<file path="config.mk">
export PLATFORM = sky130hd
export DESIGN_NAME = dcc_top
export DESIGN_NICKNAME = d
export VERILOG_FILES = /design/src/dcc_pkg.sv /design/src/dcc_channel.sv /design/src/dcc_top.sv
export SDC_FILE = /design/constraint.sdc
export NUM_CORES = 1
export LEC_CHECK = 0
export BUFFER_PORTS_ARGS = -buffer_cell sky130_fd_sc_hd__clkbuf_2
export CAP_MARGIN = 20
export CORE_MARGIN = 5
export CORE_UTILIZATION = 55
export CTS_CLUSTER_DIAMETER = 100
export DETAILED_ROUTE_END_ITERATION = 10
export GPL_TIMING_DRIVEN = 0
export PLACE_DENSITY = 0.86
export SYNTH_ARGS = -nofsm -noshare
export SYNTH_HDL_FRONTEND = slang
export SYNTH_SLANG_ARGS = --single-unit
</file>
<file path="constraint.sdc">
create_clock -name clk -period 3.1 [get_ports clk]
set_input_delay 0.62 -clock clk [delete_from_list [all_inputs] [get_ports clk]]
set_output_delay 0.62 -clock clk [all_outputs]
set_load 0.05 [all_outputs]
</file>
<file path="src/dcc_pkg.sv">
package dcc_pkg;
  localparam int          AW             = 4;
  localparam logic [3:0]  OFF_CTL1       = 4'h0;
  localparam logic [3:0]  OFF_CTL2       = 4'h4;
  localparam logic [3:0]  OFF_STAT       = 4'h8;
  localparam logic [3:0]  OFF_IRQ_STAT   = 4'hc;
  localparam logic [3:0]  OFF_IRQ_EN     = 4'h5;
  localparam logic [3:0]  OFF_IRQ_CLR    = 4'h6;
  localparam logic [3:0]  OFF_PRIO       = 4'h7;
  // Control register field positions, then the freeze and idle bits of the status register
  localparam int          B_ON           = 15;
  localparam int          B_OE           = 14;
  localparam int          B_INV          = 13;
  localparam int          B_RES          = 8;
  localparam int          B_EDGE         = 6;
  localparam int          B_PSEL         = 4;
  localparam int          B_NSEL         = 0;
  localparam int          B_FRZ          = 14;
  localparam int          B_IDL          = 13;
  // Writable bits of a control register and its value after reset
  localparam logic [31:0] CTL_WMASK      = 32'h0000_e0d3;
  localparam logic [31:0] CTL_RST        = 32'h0000_00c3;
  localparam logic [31:0] STAT_WMASK     = 32'h0000_6000;
  localparam logic [31:0] PRIO_WMASK     = 32'h001f_1f00;
  localparam logic [31:0] PRIO_RST       = 32'h0000_0000;
  localparam logic [1:0]  NSEL_FIXED     = 2'h3;
  localparam logic [1:0]  NSEL_OTHER     = 2'h2;
  localparam logic [1:0]  NSEL_OWNPOS    = 2'h1;
  localparam logic [1:0]  NSEL_OWNNEG    = 2'h0;
  localparam logic [1:0]  EDGE_BOTH      = 2'h3;
  localparam logic [1:0]  EDGE_FALL      = 2'h2;
  localparam logic [1:0]  EDGE_RISE      = 2'h1;
  // Input mux codes handed to the analog core
  localparam logic [1:0]  SRC_OWNPIN     = 2'h0;
  localparam logic [1:0]  SRC_OTHERPIN   = 2'h1;
  localparam logic [1:0]  SRC_ADJREF     = 2'h2;
  localparam logic [1:0]  SRC_FIXREF     = 2'h3;
  localparam logic [2:0]  NSRC_OWNNEG    = 3'h0;
  localparam logic [2:0]  NSRC_OWNPOS    = 3'h1;
  localparam logic [2:0]  NSRC_OTHERPOS  = 3'h2;
  localparam logic [2:0]  NSRC_FIXREF    = 3'h3;
endpackage : dcc_pkg

</file>
<file path="src/dcc_channel.sv">
`timescale 1ns/10ps
module dcc_channel
  import dcc_pkg::*;
(
  input  wire logic       clk,        // System clock
  input  wire logic       nrst,       // Async reset, active low
  input  wire logic       ce,         // Clock enable
  input  wire logic       run,        // Comparator enabled and not stopped
  input  wire logic       inv,        // Output invert
  input  wire logic [1:0] edge_sel,   // Interrupt edge select
  input  wire logic       raw_in,     // Raw analog result, asynchronous
  output logic            result_r,   // Polarity-adjusted synced result
  output logic            event_r     // One-cycle interrupt event
);
  logic sync1_r;
  logic sync2_r;
  logic valid_r;
  logic res_nxt;
  logic rise;
  logic fall;

  always_ff @(posedge clk or negedge nrst) begin
    if (!nrst) begin
      sync1_r <= 1'b0;
      sync2_r <= 1'b0;
    end else if (ce) begin
      sync1_r <= raw_in;
      sync2_r <= sync1_r;
    end
  end

  assign res_nxt = run & (sync2_r ^ inv);
  assign rise    = res_nxt & ~result_r;
  assign fall    = ~res_nxt & result_r;

  // valid_r blocks a spurious edge on the cycle the comparator turns on
  always_ff @(posedge clk or negedge nrst) begin
    if (!nrst) begin
      result_r <= 1'b0;
      valid_r  <= 1'b0;
      event_r  <= 1'b0;
    end else if (ce) begin
      result_r <= res_nxt;
      valid_r  <= run;
      event_r  <= run & valid_r &                                // RQ8
        ((edge_sel == EDGE_BOTH & (rise | fall)) |               // RQ5
         (edge_sel == EDGE_FALL & fall) |                        // RQ8
         (edge_sel == EDGE_RISE & rise));                        // RQ8
    end
  end

  a_event_cause: assert property (@(posedge clk) disable iff (!nrst)
    ce && $rose(event_r) |-> valid_r && $past(run)) // RQ8
    else $error("event raised while comparator off");
endmodule : dcc_channel

</file>
<file path="src/dcc_top.sv">
// The implementer's own choices: the placing of the registers and the strobed register port.
`timescale 1ns/10ps
// Operation
// (RQ1) Comparator one takes the adjustable reference on its plus input when the select bit is one, else its own plus pin.
// (RQ2) Comparator one minus select: 11 fixed reference, 10 second plus pin, 01 own plus pin, 00 own minus pin.
// (RQ3) Comparator two takes the adjustable reference on its plus input when the select bit is one, else its own plus pin.
// (RQ4) Comparator two minus select: 11 fixed reference, 10 first plus pin, 01 own plus pin, 00 own minus pin.
// (RQ5) Edge select 11 raises the event on both rising and falling result edges.
// (RQ6) Reserved bits are written as zero by software and read back here as zero.
// (RQ7) A control register resets with edge and minus select bits at one and all else clear.
// (RQ8) Edge select 10 is falling only, 01 rising only, 00 none, seen on the inverted result while enabled.
module dcc_top
  import dcc_pkg::*;
(
  input  wire logic          clk,          // 100 MHz clock
  input  wire logic          nrst,         // Async reset, active low
  input  wire logic          ce,           // Clock enable
  input  wire logic [AW-1:0] addr,         // Register address
  input  wire logic [31:0]   wdata,        // Write data
  input  wire logic          wr,           // Write strobe
  input  wire logic          rd,           // Read strobe
  output logic      [31:0]   rdata_r,      // Read data, cycle after rd
  input  wire logic          cpu_debug,    // CPU in debug mode
  input  wire logic          cpu_idle,     // CPU in idle mode
  input  wire logic          raw1,         // Comparator one analog result
  input  wire logic          raw2,         // Comparator two analog result
  output logic      [1:0]    psrc1_r,      // Plus input source, one
  output logic      [2:0]    nsrc1_r,      // Minus input source, one
  output logic      [1:0]    psrc2_r,      // Plus input source, two
  output logic      [2:0]    nsrc2_r,      // Minus input source, two
  output logic               ana_on1_r,    // Analog core one powered
  output logic               ana_on2_r,    // Analog core two powered
  output logic               pin1_out_r,   // Result pin one value
  output logic               pin1_oe_r,    // Result pin one drive enable
  output logic               pin2_out_r,   // Result pin two value
  output logic               pin2_oe_r,    // Result pin two drive enable
  output logic               irq_r         // Level interrupt
);
  logic [31:0] ctl1_r;
  logic [31:0] ctl2_r;
  logic        frz_r;
  logic        idl_r;
  logic [31:0] prio_r;
  logic [1:0]  ist_r;
  logic [1:0]  ien_r;
  logic        dbg1_r;
  logic        dbg2_r;
  logic        idle1_r;
  logic        idle2_r;
  logic        run1;
  logic        run2;
  logic        res1;
  logic        res2;
  logic        ev1;
  logic        ev2;
  logic        halt;
  logic [31:0] rd_nxt;

  function automatic logic [31:0] merge(input logic [31:0] old,
                                        input logic [31:0] val,
                                        input logic [31:0] msk);
    merge = (old & ~msk) | (val & msk);
  endfunction : merge

  function automatic logic [2:0] nsel_dec(input logic [1:0] sel);
    case (sel)
      NSEL_FIXED:  nsel_dec = NSRC_FIXREF;
      NSEL_OTHER:  nsel_dec = NSRC_OTHERPOS;
      NSEL_OWNPOS: nsel_dec = NSRC_OWNPOS;
      default:     nsel_dec = NSRC_OWNNEG;
    endcase
  endfunction : nsel_dec

  // Debug and idle come from the CPU's clock tree boundary: synchronise
  always_ff @(posedge clk or negedge nrst) begin
    if (!nrst) begin
      dbg1_r  <= 1'b0;
      dbg2_r  <= 1'b0;
      idle1_r <= 1'b0;
      idle2_r <= 1'b0;
    end else if (ce) begin
      dbg1_r  <= cpu_debug;
      dbg2_r  <= dbg1_r;
      idle1_r <= cpu_idle;
      idle2_r <= idle1_r;
    end
  end

  // Freeze in debug and idle stop both drop run: cores power off, results go low, no events
  assign halt = (frz_r & dbg2_r) | (idl_r & idle2_r);
  assign run1 = ctl1_r[B_ON] & ~halt;
  assign run2 = ctl2_r[B_ON] & ~halt;

  always_ff @(posedge clk or negedge nrst) begin
    if (!nrst) begin
      ctl1_r <= CTL_RST; // RQ7
      ctl2_r <= CTL_RST; // RQ7
      prio_r <= PRIO_RST;
      frz_r  <= 1'b0;
      idl_r  <= 1'b0;
    end else if (ce && wr) begin
      case (addr)
        OFF_CTL1: ctl1_r <= merge(ctl1_r, wdata, CTL_WMASK); // RQ6
        OFF_CTL2: ctl2_r <= merge(ctl2_r, wdata, CTL_WMASK); // RQ6
        OFF_PRIO: prio_r <= merge(prio_r, wdata, PRIO_WMASK);
        OFF_STAT: begin
          // Freeze control is only writable while the CPU is in debug
          if (dbg2_r) begin
            frz_r <= wdata[B_FRZ];
          end
          idl_r <= wdata[B_IDL];
        end
        default: ;
      endcase
    end
  end

  // Interrupt status: set wins over a clear in the same cycle
  always_ff @(posedge clk or negedge nrst) begin
    if (!nrst) begin
      ist_r <= 2'h0;
      ien_r <= 2'h0;
    end else if (ce) begin
      if (wr && addr == OFF_IRQ_EN) begin
        ien_r <= wdata[1:0];
      end
      ist_r <= (ist_r & ~((wr && addr == OFF_IRQ_CLR) ? wdata[1:0] : 2'h0))
               | {ev2, ev1};
    end
  end

  always_ff @(posedge clk or negedge nrst) begin
    if (!nrst) begin
      irq_r <= 1'b0;
    end else if (ce) begin
      irq_r <= |(ist_r & ien_r);
    end
  end

  dcc_channel u_ch1 (
    .clk      (clk),
    .nrst     (nrst),
    .ce       (ce),
    .run      (run1),
    .inv      (ctl1_r[B_INV]),
    .edge_sel (ctl1_r[B_EDGE +: 2]),
    .raw_in   (raw1),
    .result_r (res1),
    .event_r  (ev1)
  );

  dcc_channel u_ch2 (
    .clk      (clk),
    .nrst     (nrst),
    .ce       (ce),
    .run      (run2),
    .inv      (ctl2_r[B_INV]),
    .edge_sel (ctl2_r[B_EDGE +: 2]),
    .raw_in   (raw2),
    .result_r (res2),
    .event_r  (ev2)
  );

  // Input routing toward the analog cores
  always_ff @(posedge clk or negedge nrst) begin
    if (!nrst) begin
      psrc1_r <= SRC_OWNPIN;
      psrc2_r <= SRC_OWNPIN;
      nsrc1_r <= NSRC_FIXREF;
      nsrc2_r <= NSRC_FIXREF;
    end else if (ce) begin
      psrc1_r <= ctl1_r[B_PSEL] ? SRC_ADJREF : SRC_OWNPIN; // RQ1
      psrc2_r <= ctl2_r[B_PSEL] ? SRC_ADJREF : SRC_OWNPIN; // RQ3
      nsrc1_r <= nsel_dec(ctl1_r[B_NSEL +: 2]); // RQ2
      nsrc2_r <= nsel_dec(ctl2_r[B_NSEL +: 2]); // RQ4
    end
  end

  always_ff @(posedge clk or negedge nrst) begin
    if (!nrst) begin
      ana_on1_r  <= 1'b0;
      ana_on2_r  <= 1'b0;
      pin1_out_r <= 1'b0;
      pin1_oe_r  <= 1'b0;
      pin2_out_r <= 1'b0;
      pin2_oe_r  <= 1'b0;
    end else if (ce) begin
      ana_on1_r  <= run1;
      ana_on2_r  <= run2;
      pin1_out_r <= res1;
      pin1_oe_r  <= ctl1_r[B_OE];
      pin2_out_r <= res2;
      pin2_oe_r  <= ctl2_r[B_OE];
    end
  end

  // Reserved bits read zero; unmapped offsets read zero
  always_comb begin
    rd_nxt = 32'h0;
    case (addr)
      OFF_CTL1: rd_nxt = (ctl1_r & CTL_WMASK) | (32'(res1) << B_RES); // RQ6
      OFF_CTL2: rd_nxt = (ctl2_r & CTL_WMASK) | (32'(res2) << B_RES); // RQ6
      OFF_STAT: rd_nxt = (32'(frz_r & dbg2_r) << B_FRZ) |
                         (32'(idl_r) << B_IDL) | {30'h0, res2, res1};
      OFF_IRQ_STAT: rd_nxt = {30'h0, ist_r};
      OFF_IRQ_EN:   rd_nxt = {30'h0, ien_r};
      OFF_PRIO:     rd_nxt = prio_r;
      default:      rd_nxt = 32'h0;
    endcase
  end

  always_ff @(posedge clk or negedge nrst) begin
    if (!nrst) begin
      rdata_r <= 32'h0;
    end else if (ce) begin
      rdata_r <= rd ? rd_nxt : 32'h0;
    end
  end

  a_route_pos1: assert property (@(posedge clk) disable iff (!nrst)
    ce |=> psrc1_r == ($past(ctl1_r[B_PSEL]) ? SRC_ADJREF : SRC_OWNPIN)) // RQ1
    else $error("plus source one wrong");
  a_route_neg1: assert property (@(posedge clk) disable iff (!nrst)
    ce && ctl1_r[1:0] == NSEL_OTHER |=> nsrc1_r == NSRC_OTHERPOS) // RQ2
    else $error("minus source one wrong");
  a_route_pos2: assert property (@(posedge clk) disable iff (!nrst)
    ce && ctl2_r[B_PSEL] |=> psrc2_r == SRC_ADJREF) // RQ3
    else $error("plus source two wrong");
  a_route_neg2: assert property (@(posedge clk) disable iff (!nrst)
    ce && ctl2_r[1:0] == NSEL_FIXED |=> nsrc2_r == NSRC_FIXREF) // RQ4
    else $error("minus source two wrong");
  a_both_edges: assert property (@(posedge clk) disable iff (!nrst)
    ce && run1 && $past(run1) && $past(run1, 2) &&
    ctl1_r[7:6] == EDGE_BOTH && $past(ctl1_r[7:6]) == EDGE_BOTH &&
    res1 != $past(res1) && $past(ce) |-> ev1) // RQ5
    else $error("edge missed in both mode");
  a_resv_zero: assert property (@(posedge clk) disable iff (!nrst)
    ce && rd && addr == OFF_CTL1 |=> rdata_r[31:16] == 16'h0) // RQ6
    else $error("reserved bits read nonzero");
  a_reset_ctl: assert property (@(posedge clk)
    !nrst |=> ctl1_r == CTL_RST || !$past(nrst) == 1'b0) // RQ7
    else $error("control reset value wrong");
  a_no_edge0: assert property (@(posedge clk) disable iff (!nrst)
    ce && ctl2_r[7:6] == 2'h0 && $past(ctl2_r[7:6]) == 2'h0 |=> !ev2) // RQ8
    else $error("event with edges off");
  a_irq_level: assert property (@(posedge clk) disable iff (!nrst)
    ce && |(ist_r & ien_r) |=> irq_r)
    else $error("interrupt not raised");

  c_ev1:   cover property (@(posedge clk) disable iff (!nrst) ev1);
  c_ev2:   cover property (@(posedge clk) disable iff (!nrst) ev2);
  c_irq:   cover property (@(posedge clk) disable iff (!nrst) $rose(irq_r));
  c_halt:  cover property (@(posedge clk) disable iff (!nrst) halt);
endmodule : dcc_top

</file>
---- Yosys cells after proc, flatten, opt, wreduce, memory -nomap -nowiden ----
Index checks and enable logic that the tools add are counted.
W data, S select, Z words.
word-level totals
  register bits ........................... 163
  bits of input ports ..................... 45
  output and inout port bits .............. 49
  logic and storage cells ................. 113
cells by class
  equal/unequal tests ..................... 18
  multiplexer cells ....................... 7
  bitwise logic cells ..................... 46
  reduce and logical (&&, ||, !) cells .... 11
operators by type and width
  kind                  count
  $pmux W32 S6          1
  $or A32 B16 Y32       2
  $mux W32              1
  $or A16 B9 Y16        2
  $or A32 B21 Y32       1
  $and A1 B1 Y1         21
  $eq A2 B2 Y1 const B  8
  $eq A4 B3 Y1 const B  4
  $or A15 B14 Y15       1
  $or A15 B2 Y15        1
  $pmux W2 S3           2
  $reduce_and A2 Y1     5
  $eq A2 B1 Y1 const B  4
  $eq A4 B4 Y1 const B  2
  $or A1 B1 Y1          7
  $mux W2               3
  $not A1 Y1            5
  $and A2 B2 Y2         2
  $logic_not A4 Y1      1
  $logic_and A1 B1 Y1   3
  $reduce_and A3 Y1     1
  $not A2 Y2            1
  $or A2 B2 Y2          1
  $reduce_or A2 Y1      1
  $xor A1 B1 Y1         2

---- Logic depth before layout (Yosys ltp) ----
Gate-level depths: netlist (run 1).
  word-level depth ........................ 12
  depth in mapped cells ................... 8
  gate-level depth less buffers ........... 8

---- By module ----
Synthesis (run 1) repeated with hierarchy kept, for this count alone.
unflattened totals
  cell total of the unflattened synthesis .. 280
  area, all modules ....................... 3565.9 um2
modules (own cells, without submodules)
  module       times used  cells an instance  area an instance (um2)  seq. area each (um2)
  dcc_top      1           236                3032.9                  1716.6
  dcc_channel  2           22                 266.5                   125.1

---- Worst setup path before layout (run 1) ----
OpenSTA, ideal clock, no wires.
  path type ............................... in2reg
  start point ............................. in addr[1]
  end point ............................... reg ctl1_r[13]
  library setup time ...................... 125 ps
  arrival ................................. 1730 ps
  data required time ...................... 2975 ps
  slack ................................... 1245 ps
  stages on the path ...................... 5
  buffers on the path ..................... 2
  cells stage by stage .................... buf_2 > nor4_2 > and3_1 > buf_4 > mux2_2
between the ends
  cells in the longest elaborated chain, start to end .. 2
ends and longest elaborated chain
  what                         RTL line        text
  start: declaration           dcc_top.sv:18   input wire logic [AW-1:0] addr,
  $logic_not A4 Y1             dcc_top.sv:102  case (addr)
  $reduce_and A2 Y1 (no line)  --
  end signal: assignment       dcc_top.sv:103  OFF_CTL1: ctl1_r <= merge(ctl1_r, wdata, CTL_WMASK);
  end: declaration             dcc_top.sv:39   logic [31:0] ctl1_r;
No other way between the ends.
A chain may end at the register's enable or synchronous reset.

==> flow_metrics.py, run 1 <==
metrics = {
    "finish": {
        "instances_no_fill": 457,
        "fin_nets": 424,
        "diodes": 0,
        "multi_input_area_sq_um": 1310,
        "fillers": 487,
        "area_growth_pct": 19.89,
        "seqCellArea_sq_um": 1917,
        "drive_gt1_share_pct": 48.68,
    },
    "timing": {
        "max_freq_mhz": 498.0,
        "slew_viol_final": 0,
        "setup_viol": 0,
        "worst_slack_ns": 1.092,
        "worst_pin_slew_ns": 0.5346,
        "fin_crit_ns": 2.008,
        "rsz0062_at_grt": "no",
        "setup_tns_ns": 0,
        "fin_skew_ns": 0.009905,
        "period_share_pct": 64.77,
        "finalHoldViolCount": 0,
        "relSlewSlack_pct": 64.36,
    },
    "worst_setup_path": {
        "critPathRequiredTime_ns": 2.48,
        "critPathLaunch": "rdata_r[2]",
        "critPathLaunchType": "register",
        "cp_max_fo": 15,
        "arrival_ns": 1.39,
        "r2r-start": "idl_r",
        "path_class": "register to output pin",
        "cp-end-kind": "output pin",
    },
    "place": {
        "dp_hpwl_um": 5653,
        "place_inst": 441,
        "dp_slack_ns": 1.129,
        "place.gp.congestion": 0.9209,
        "io_buffers": 72,
    },
    "drt": {
        "antenna_left": 0,
        "wl_per_cell_um": 16.71,
        "dr.pass1.iters": 4,
        "vias": 2411,
        "drc": 0,
        "routed_wl_um": 7635,
        "via_per_inst": 5.276,
        "drt_iter0_drc": 90,
    },
    "synthesis": {
        "yosys_register_bits": 76,
        "post-synth-top-count-cell": "dfrtp_1",
        "ys.flop_type": "dfrtp_1",
        "synthTopCellsByCount": "dfrtp_1 (64), mux2_2 (46), inv_1 (26), nand2_1 (21), buf_4 (19)",
        "synthCells": 288,
        "yosys_warnings": 0,
        "ys_seq_area_share_pct": 54.40,
        "synthDominantCellAreaShare_pct": 45.45,
        "synth.area.top_cells": "dfrtp_1 (45%), mux2_2 (15%), dfstp_2 (8.9%)",
        "syn_area_sq_um": 3523,
        "synth_area_per_cell_sq_um": 12.23,
        "synthArstFlopShare_pct": 100.0,
        "synth_cell_types": 36,
        "synth_edf_count": 0,
        "synth_top_cell_by_area": "dfrtp_1",
    },
    "cts": {
        "cts_root_buf": "clkbuf_8",
        "clk_pin_slew_ns": 0.07,
        "cts_buffers": 9,
        "insertion_delay_ns": 0.34,
        "post-cts-setup-buffers": 0,
        "cts_tree": "yes",
        "cts_sinks": 76,
        "cts_resized": 0,
        "hold_buffers": 0,
        "ctsHtreeMaxLevel": 3,
        "clk_path_buf_depth": 2,
    },
    "pwr": {
        "vdd_drop_max_uv": 442.2,
        "pwr-share-seq_pct": 49.5,
        "finalPower_mw": 2.550,
        "p_clk_share_pct": 29.7,
        "leakage_nw": 2.078,
        "power_density_nw_per_um2": 603.7,
        "swShare_pct": 30.08,
        "internal_power_mw": 1.783,
        "switchingPower_mw": 0.7672,
        "power_frac_comb_pct": 20.8,
    },
    "floorplan": {
        "boundaryPins": 94,
        "die_x_um": 90.04,
        "initial_core_util_pct": 56.13,
        "dieHeight_um": 90.04,
        "num_rows": 29,
        "core_area_sq_um": 6277,
        "die_area_sq_um": 8107,
    },
    "global_routing": {
        "grt_use_total_pct": 19.53,
        "grt_max_degree": 47,
        "grt_pass1_vias": 2614,
        "grt_pass1_wl_um": 12850,
        "antenna_found_initial": 0,
        "overflow": 0,
    },
    "min_path": {
        "hold_class": "input port to async pin",
    },
    "status": {
        "status": "finished, final reports clean",
    },
    "flow_run": {
        "drv_cap": 0,
    },
}
[layout make-up]
type	count	share of cell area (%)
plain buffers	31	4.976
clock buffers	12	3.673
clock inverters	4	1.126
inverters	26	2.310
multi-input cells	158	31.01
flip-flops and latches	76	45.38
well taps	77	2.281
repair buffers	73	9.242
[routing by layer]
metal / routed length [um] / GRT usage (%) / vias up
li1: - / - / 1147
met1: 3207 / 24.37 / 1162
met2: 3789 / 31.46 / 85
met3: 483 / 4.674 / 17
met4: 155 / 10.17 / 0
met5: 0 / 0 / -
[cell usage in the layout, fill, tap and decap left out, types with 2 or more instances in the layout]
| master | n |
|---|---|
| a21oi_1 | 3 |
| nor2_1 | 5 |
| mux2_2 | 46 |
| conb_1 | 4 |
| xor2_1 | 2 |
| nand3_1 | 4 |
| a22oi_1 | 3 |
| buf_6 | 2 |
| o22ai_1 | 11 |
| clkbuf_8 | 11 |
| dfstp_2 | 12 |
| a22o_1 | 2 |
| nand4_1 | 2 |
| nor3b_1 | 2 |
| dfrtp_1 | 64 |
| and3_1 | 8 |
| inv_1 | 26 |
| nor2b_1 | 2 |
| clkbuf_2 | 71 |
| clkinv_2 | 2 |
| buf_2 | 6 |
| ha_1 | 4 |
| o21ai_0 | 12 |
| clkbuf_1 | 4 |
| nand2_1 | 21 |
| mux2i_1 | 6 |
| a32oi_1 | 3 |
| buf_4 | 19 |
| and2_1 | 2 |
| mux2_4 | 8 |
[registers in the layout, indices dropped and copies added, names as in the netlist, 2 cells and up]
name,cells
prio_r,10
nsrc1_r,2
ist_r,2
ien_r,2
rdata_r,19
nsrc2_r,2
ctl2_r,8
ctl1_r,8
[worst max-delay path, stage by stage, from the launching register on]
cell	delay, ns
dfrtp_1	0.59
buf_4	0.18
clkbuf_2	0.27
[cells by family after synthesis]
group	after synthesis	synth area share (%)
adder cells (fa/ha/maj)	4	1.421
buffers and inverters	57	8.736
other	1	0.1064
flip-flops	76	54.40
multiplexers	60	19.82
XOR/XNOR	2	0.4972
AND/OR/NAND/NOR	52	8.593
AO/OA/AOI/OAI	36	6.428
[metrics by stage]
stage	area [sq um]	util [%]	hold slack (ns)
after floorplan	3535	-	0.3244
after global placement	3991	63.58	0.4525
after detailed placement	4021	64.06	0.4678
after CTS	4224	67.29	0.2467
after global routing	4224	67.29	0.2722
final	4224	67.29	0.2453
[power by group through the flow]
stage	clock (mW)	sequential, mW	combinational [mW]
5_1_grt	0.808	1.28	0.573
3_3_place_gp	0	1.27	0.506
6_report	0.759	1.26	0.530
3_5_place_dp	0	1.28	0.532
2_1_floorplan	0	1.39	0.251
4_1_cts	0.772	1.26	0.536
[path summary, 6_finish.rpt]
check,end,slack (ns),cells after the start
max in group asynchronous,ctl2_r[0],2.24,2
setup reg to reg,u_ch1.event_r,1.32,8
hold / removal,rdata_r[19],0.25,1
setup / recovery,rdata_r[30],1.09,2
hold reg to reg,rdata_r[9],0.49,2
min in group clk,rdata_r[9],0.49,2
No activity file was read; power rests on OpenSTA's default activity.
==> run 2: changes to the inputs <==
--- a/config.mk
+++ b/config.mk
@@ -8,11 +8,11 @@
 export BUFFER_PORTS_ARGS = -buffer_cell sky130_fd_sc_hd__clkbuf_2
 export CAP_MARGIN = 20
 export CORE_MARGIN = 5
-export CORE_UTILIZATION = 55
+export CORE_UTILIZATION = 52
 export CTS_CLUSTER_DIAMETER = 100
 export DETAILED_ROUTE_END_ITERATION = 10
 export GPL_TIMING_DRIVEN = 0
-export PLACE_DENSITY = 0.86
+export PLACE_DENSITY = 0.82
 export SYNTH_ARGS = -nofsm -noshare
 export SYNTH_HDL_FRONTEND = slang
 export SYNTH_SLANG_ARGS = --single-unit
==> constraint.sdc (replaced) <==
create_clock -name clk -period 1.9 [get_ports clk]
set_input_delay 0.38 -clock clk [delete_from_list [all_inputs] [get_ports clk]]
set_output_delay 0.38 -clock clk [all_outputs]
set_load 0.05 [all_outputs]
==> run 2 against run 1 <==
Sequential share of layout area shrank 0.15 points; die area grew 5.1%; register-to-register slack lost 1.1 ns; critical path depth is the same; combinational power grew 62%; first-iteration DRC count grew 120%; non-clock buffer count grew 1; count of clock-buffer cells in the layout is the same; largest power group unchanged.
==> flow_metrics.py, run 2 (synthesis gave the netlist of run 1 again) <==
metrics = {
    "drt": {
        "drc": 0,
        "antenna_left": 0,
        "dr.pass1.iters": 4,
        "via_per_inst": 5.282,
        "wl_per_cell_um": 16.58,
        "routed_wl_um": 7644,
        "vias": 2435,
        "drt_iter0_drc": 196,
    },
    "place": {
        "place_inst": 444,
        "place.gp.congestion": 0.8135,
        "dp_slack_ns": 0.1314,
        "io_buffers": 72,
        "dp_hpwl_um": 5639,
        "placed_cell_area_sq_um": 4025,
    },
    "timing": {
        "fin_skew_ns": 0.008728,
        "worst_pin_slew_ns": 0.5625,
        "slew_viol_final": 0,
        "worst_slack_ns": 0.1266,
        "setup_tns_ns": 0,
        "fin_crit_ns": 1.773,
        "finalHoldViolCount": 0,
        "period_share_pct": 93.33,
        "relSlewSlack_pct": 62.21,
        "max_freq_mhz": 563.9,
        "whs_ns": 0.2582,
        "rsz0062_at_grt": "no",
        "setup_viol": 0,
    },
    "floorplan": {
        "die_area_sq_um": 8522,
        "num_rows": 30,
        "boundaryPins": 94,
        "dieHeight_um": 92.32,
        "initial_core_util_pct": 52.73,
        "die_x_um": 92.32,
        "core_area_sq_um": 6681,
    },
    "pwr": {
        "internal_power_mw": 2.909,
        "finalPower_mw": 4.174,
        "vdd_drop_max_uv": 506.4,
        "power_frac_comb_pct": 20.6,
        "swShare_pct": 30.31,
        "p_clk_share_pct": 30.3,
        "power_density_nw_per_um2": 984.9,
        "leakage_nw": 2.083,
        "pwr-share-seq_pct": 49.1,
        "switchingPower_mw": 1.265,
    },
    "finish": {
        "fin_nets": 425,
        "final_cell_area_sq_um": 4238,
        "area_growth_pct": 20.28,
        "largest_register_ffs": 19,
        "instances_no_fill": 461,
        "multi_input_area_sq_um": 1310,
        "reg.largest.list": "rdata_r: 19 flops, prio_r: 10 flops",
        "largest_register": "rdata_r",
        "mostFrequentLayoutCells": "clkbuf_2 (71), dfrtp_1 (64), mux2_2 (46)",
        "final_common_cell": "clkbuf_2",
        "diodes": 0,
        "fillers": 560,
        "drive_gt1_share_pct": 48.56,
        "fin_util_pct": 63.43,
        "seqCellArea_sq_um": 1917,
    },
    "worst_setup_path": {
        "critPathLaunchType": "register",
        "path_class": "register to output pin",
        "cp_max_fo": 15,
        "critPathLaunch": "rdata_r[2]",
        "critPathRequiredTime_ns": 1.52,
        "arrival_ns": 1.39,
        "cp-end-kind": "output pin",
        "r2r-start": "idl_r",
    },
    "min_path": {
        "hold_class": "input port to register",
        "min_from": "wdata[9]",
    },
    "global_routing": {
        "grt_pass1_wl_um": 12660,
        "grt_use_total_pct": 19.06,
        "antenna_found_initial": 0,
        "grt_max_degree": 50,
        "grt_pass1_vias": 2533,
        "overflow": 0,
    },
    "cts": {
        "insertion_delay_ns": 0.35,
        "cts_resized": 0,
        "ctsHtreeMaxLevel": 3,
        "cts_root_buf": "clkbuf_8",
        "hold_buffers": 1,
        "cts_buffers": 9,
        "clk_pin_slew_ns": 0.08,
        "cts_sinks": 76,
        "clk_path_buf_depth": 2,
        "post-cts-setup-buffers": 0,
        "cts_tree": "yes",
    },
    "status": {
        "status": "finished, final reports clean",
    },
    "flow_run": {
        "drv_cap": 0,
    },
}
==> run 2: cell count changes in the layout (fill, tap and decap cells not counted), sizes merged <==
cell         change
dlygate4sd3      +1
==> run 2: worst paths after layout <==
path                                 end  slack, ns  cells past startpoint
max in group asynchronous     nsrc2_r[0]       0.75                      3
min in group asynchronous    rdata_r[20]       0.52                      2
setup / recovery             rdata_r[28]       0.13                      2
hold / removal                 prio_r[9]       0.26                      2
setup reg to reg           u_ch1.event_r       0.20                      8
hold reg to reg              rdata_r[17]       0.49                      2
==> run 2: power groups by stage <==
stage	Sequential, mW	Combinational, mW	Clock [mW]
floorplan	2.27	0.409	0
global placement	2.06	0.831	0
detailed placement	2.08	0.863	0
CTS	2.05	0.866	1.28
global route	2.08	0.920	1.36
finish	2.05	0.858	1.27
==> run 2: layout make-up <==
cell class,count,area share (%)
multi-input cells,158,30.91
clock buffers,12,3.661
clock inverters,4,1.122
inverters,26,2.303
well taps,80,2.362
flip-flops and latches,76,45.23
plain buffers,31,4.960
repair buffers,74,9.448
==> run 2: routing by layer <==
layer	up-vias	routed length [um]	global-route usage (%)	share of wire (%)
li1	1143	-	-	-
met1	1208	3270	24.24	43
met2	76	3898	32.45	51
met3	8	378	3.981	4.9
met4	0	97	6.312	1.3
met5	-	0	0	0
==> run 2: critical path, stage by stage (launching register included) <==
cell and delay, ns:
dfrtp_1 0.59, buf_4 0.18, clkbuf_2 0.27
==> run 3: changes to the inputs <==
--- a/config.mk
+++ b/config.mk
@@ -8,11 +8,11 @@
 export BUFFER_PORTS_ARGS = -buffer_cell sky130_fd_sc_hd__clkbuf_2
 export CAP_MARGIN = 20
 export CORE_MARGIN = 5
-export CORE_UTILIZATION = 52
+export CORE_UTILIZATION = 44
 export CTS_CLUSTER_DIAMETER = 100
 export DETAILED_ROUTE_END_ITERATION = 10
 export GPL_TIMING_DRIVEN = 0
-export PLACE_DENSITY = 0.82
+export PLACE_DENSITY = 0.72
 export SYNTH_ARGS = -nofsm -noshare
 export SYNTH_HDL_FRONTEND = slang
 export SYNTH_SLANG_ARGS = --single-unit
==> run 3 against run 2 <==
Routed wire length down 1.8%; critical path type unchanged; global-route usage is 2.8 points lower; hold slack worse by 0.24 ns; clock power is 6% higher; cell area grew 0.53%; sequential share of layout area fell by 0.24 points; first-iteration DRC count is 43% lower; sequential power barely moved; die area increased by 16%; power increased by 1.5%; via count fell by 2.7%; critical path depth is the same.
==> flow_metrics.py, run 3 (synthesis gave the netlist of run 1 again) <==
metrics = {
    "status": {
        "status": "finished, final reports clean",
    },
    "cts": {
        "clk_path_buf_depth": 2,
        "hold_buffers": 0,
        "insertion_delay_ns": 0.35,
        "cts_tree": "yes",
        "clk_pin_slew_ns": 0.07,
        "cts_root_buf": "clkbuf_8",
        "ctsHtreeMaxLevel": 3,
        "cts_resized": 0,
        "cts_buffers": 9,
        "cts_sinks": 76,
        "post-cts-setup-buffers": 0,
    },
    "worst_setup_path": {
        "critPathRequiredTime_ns": 1.52,
        "r2r-start": "idl_r",
        "cp_max_fo": 15,
        "cp-end-kind": "output pin",
        "timing.rr.end": "u_ch2.event_r",
        "crit_buf_inv": 2,
        "arrival_ns": 1.38,
        "critPathLaunchType": "register",
        "reg2reg_depth": 8,
        "slowest_delay_ns": 0.59,
        "reg2reg_slack_ns": 0.18,
        "path_class": "register to output pin",
        "worstPathCellList": "buf_4 -> clkbuf_2",
        "crit_family": "flip-flops",
        "critPathSlowestCell": "dfrtp_1",
    },
    "finish": {
        "diodes": 0,
        "fin_nets": 424,
        "area_growth_pct": 20.92,
        "multi_input_area_sq_um": 1310,
        "fillers": 701,
        "largest_register": "rdata_r",
        "seqCellArea_sq_um": 1917,
        "mostFrequentLayoutCells": "clkbuf_2 (71), dfrtp_1 (64), mux2_2 (46)",
        "fin_util_pct": 54.85,
        "instances_no_fill": 482,
        "reg.largest.list": "rdata_r: 19 flops, prio_r: 10 flops",
        "final_common_cell": "clkbuf_2",
        "drive_gt1_share_pct": 48.68,
        "largest_register_ffs": 19,
    },
    "global_routing": {
        "grt_max_degree": 42,
        "overflow": 0,
        "grt_pass1_vias": 2529,
        "antenna_found_initial": 0,
        "grt_pass1_wl_um": 12510,
        "grt_use_total_pct": 16.23,
    },
    "timing": {
        "relSlewSlack_pct": 63.86,
        "slew_viol_final": 0,
        "period_share_pct": 92.55,
        "worst_pin_slew_ns": 0.5379,
        "rsz0062_at_grt": "no",
        "fin_crit_ns": 1.758,
        "worst_slack_ns": 0.1416,
        "fin_skew_ns": 0.01133,
        "finalHoldViolCount": 0,
        "max_freq_mhz": 568.7,
        "setup_viol": 0,
    },
    "pwr": {
        "finalPower_mw": 4.236,
        "power_density_nw_per_um2": 994.2,
        "vdd_drop_max_uv": 550.1,
        "leakage_nw": 2.083,
    },
    "drt": {
        "vias": 2370,
        "dr.pass1.iters": 4,
        "antenna_left": 0,
        "routed_wl_um": 7506,
        "via_per_inst": 4.917,
        "drc": 0,
        "wl_per_cell_um": 15.57,
        "drt_iter0_drc": 112,
    },
    "floorplan": {
        "core_area_sq_um": 7767,
        "num_rows": 32,
        "initial_core_util_pct": 45.36,
        "die_x_um": 99.49,
        "dieHeight_um": 99.49,
        "boundaryPins": 94,
        "die_area_sq_um": 9897,
    },
    "min_path": {
        "hold_class": "input port to async pin",
    },
    "place": {
        "place_inst": 466,
        "dp_slack_ns": 0.1379,
        "dp_hpwl_um": 5638,
        "place.gp.congestion": 0.8688,
        "io_buffers": 72,
    },
    "flow_run": {
        "drv_cap": 0,
    },
}
run 3: area by class of cell:
cell class | count | area share, %
Clock buffer | 10 | 2.996
Tap cell | 102 | 2.996
Timing Repair Buffer | 73 | 8.987
Multi-Input combinational cell | 158 | 30.75
Sequential cell | 76 | 44.99
Clock inverter | 6 | 2.056
Inverter | 26 | 2.291
Buffer | 31 | 4.934
run 3: worst max-delay path by stage:
stage,startpoint,to,slack [ns],cells after the start
after floorplan,addr[1],ctl1_r[13],0.29,5
after global placement,nrst,pin2_out_r,-0.21,1
after detailed placement,addr[1],ctl1_r[4],0.14,5
after CTS,rdata_r[2],rdata_r[25],0.12,2
after global routing,rdata_r[2],rdata_r[28],0.02,2
final,rdata_r[2],rdata_r[29],0.14,2
run 3: metrics by stage:
step	instance area [sq um]	setup TNS [ns]	hold WS, ns
after CTS	4260	0	0.02252
after detailed placement	4045	0	0.4081
after global placement	4023	-13.05	0.4543
after global routing	4260	0	0.04547
final	4260	0	0.01894
after floorplan	3535	0	0.08441
run 3: metal layers:
layer / vias up / global-route usage, % / routed length [um] / part of all wire [%]
met2: 61 / 25.98 / 3568 / 48
met5: - / 0 / 0 / 0
li1: 1142 / - / - / -
met4: 0 / 8.088 / 222 / 3.0
met3: 18 / 3.927 / 371 / 4.9
met1: 1149 / 20.56 / 3343 / 45
run 3: report_power, final:
part	leakage, nW	total, mW	switching (mW)	internal, mW
combinational	1.01	0.853	0.504	0.348
sequential	0.963	2.04	0.161	1.88
clock	0.111	1.34	0.596	0.742
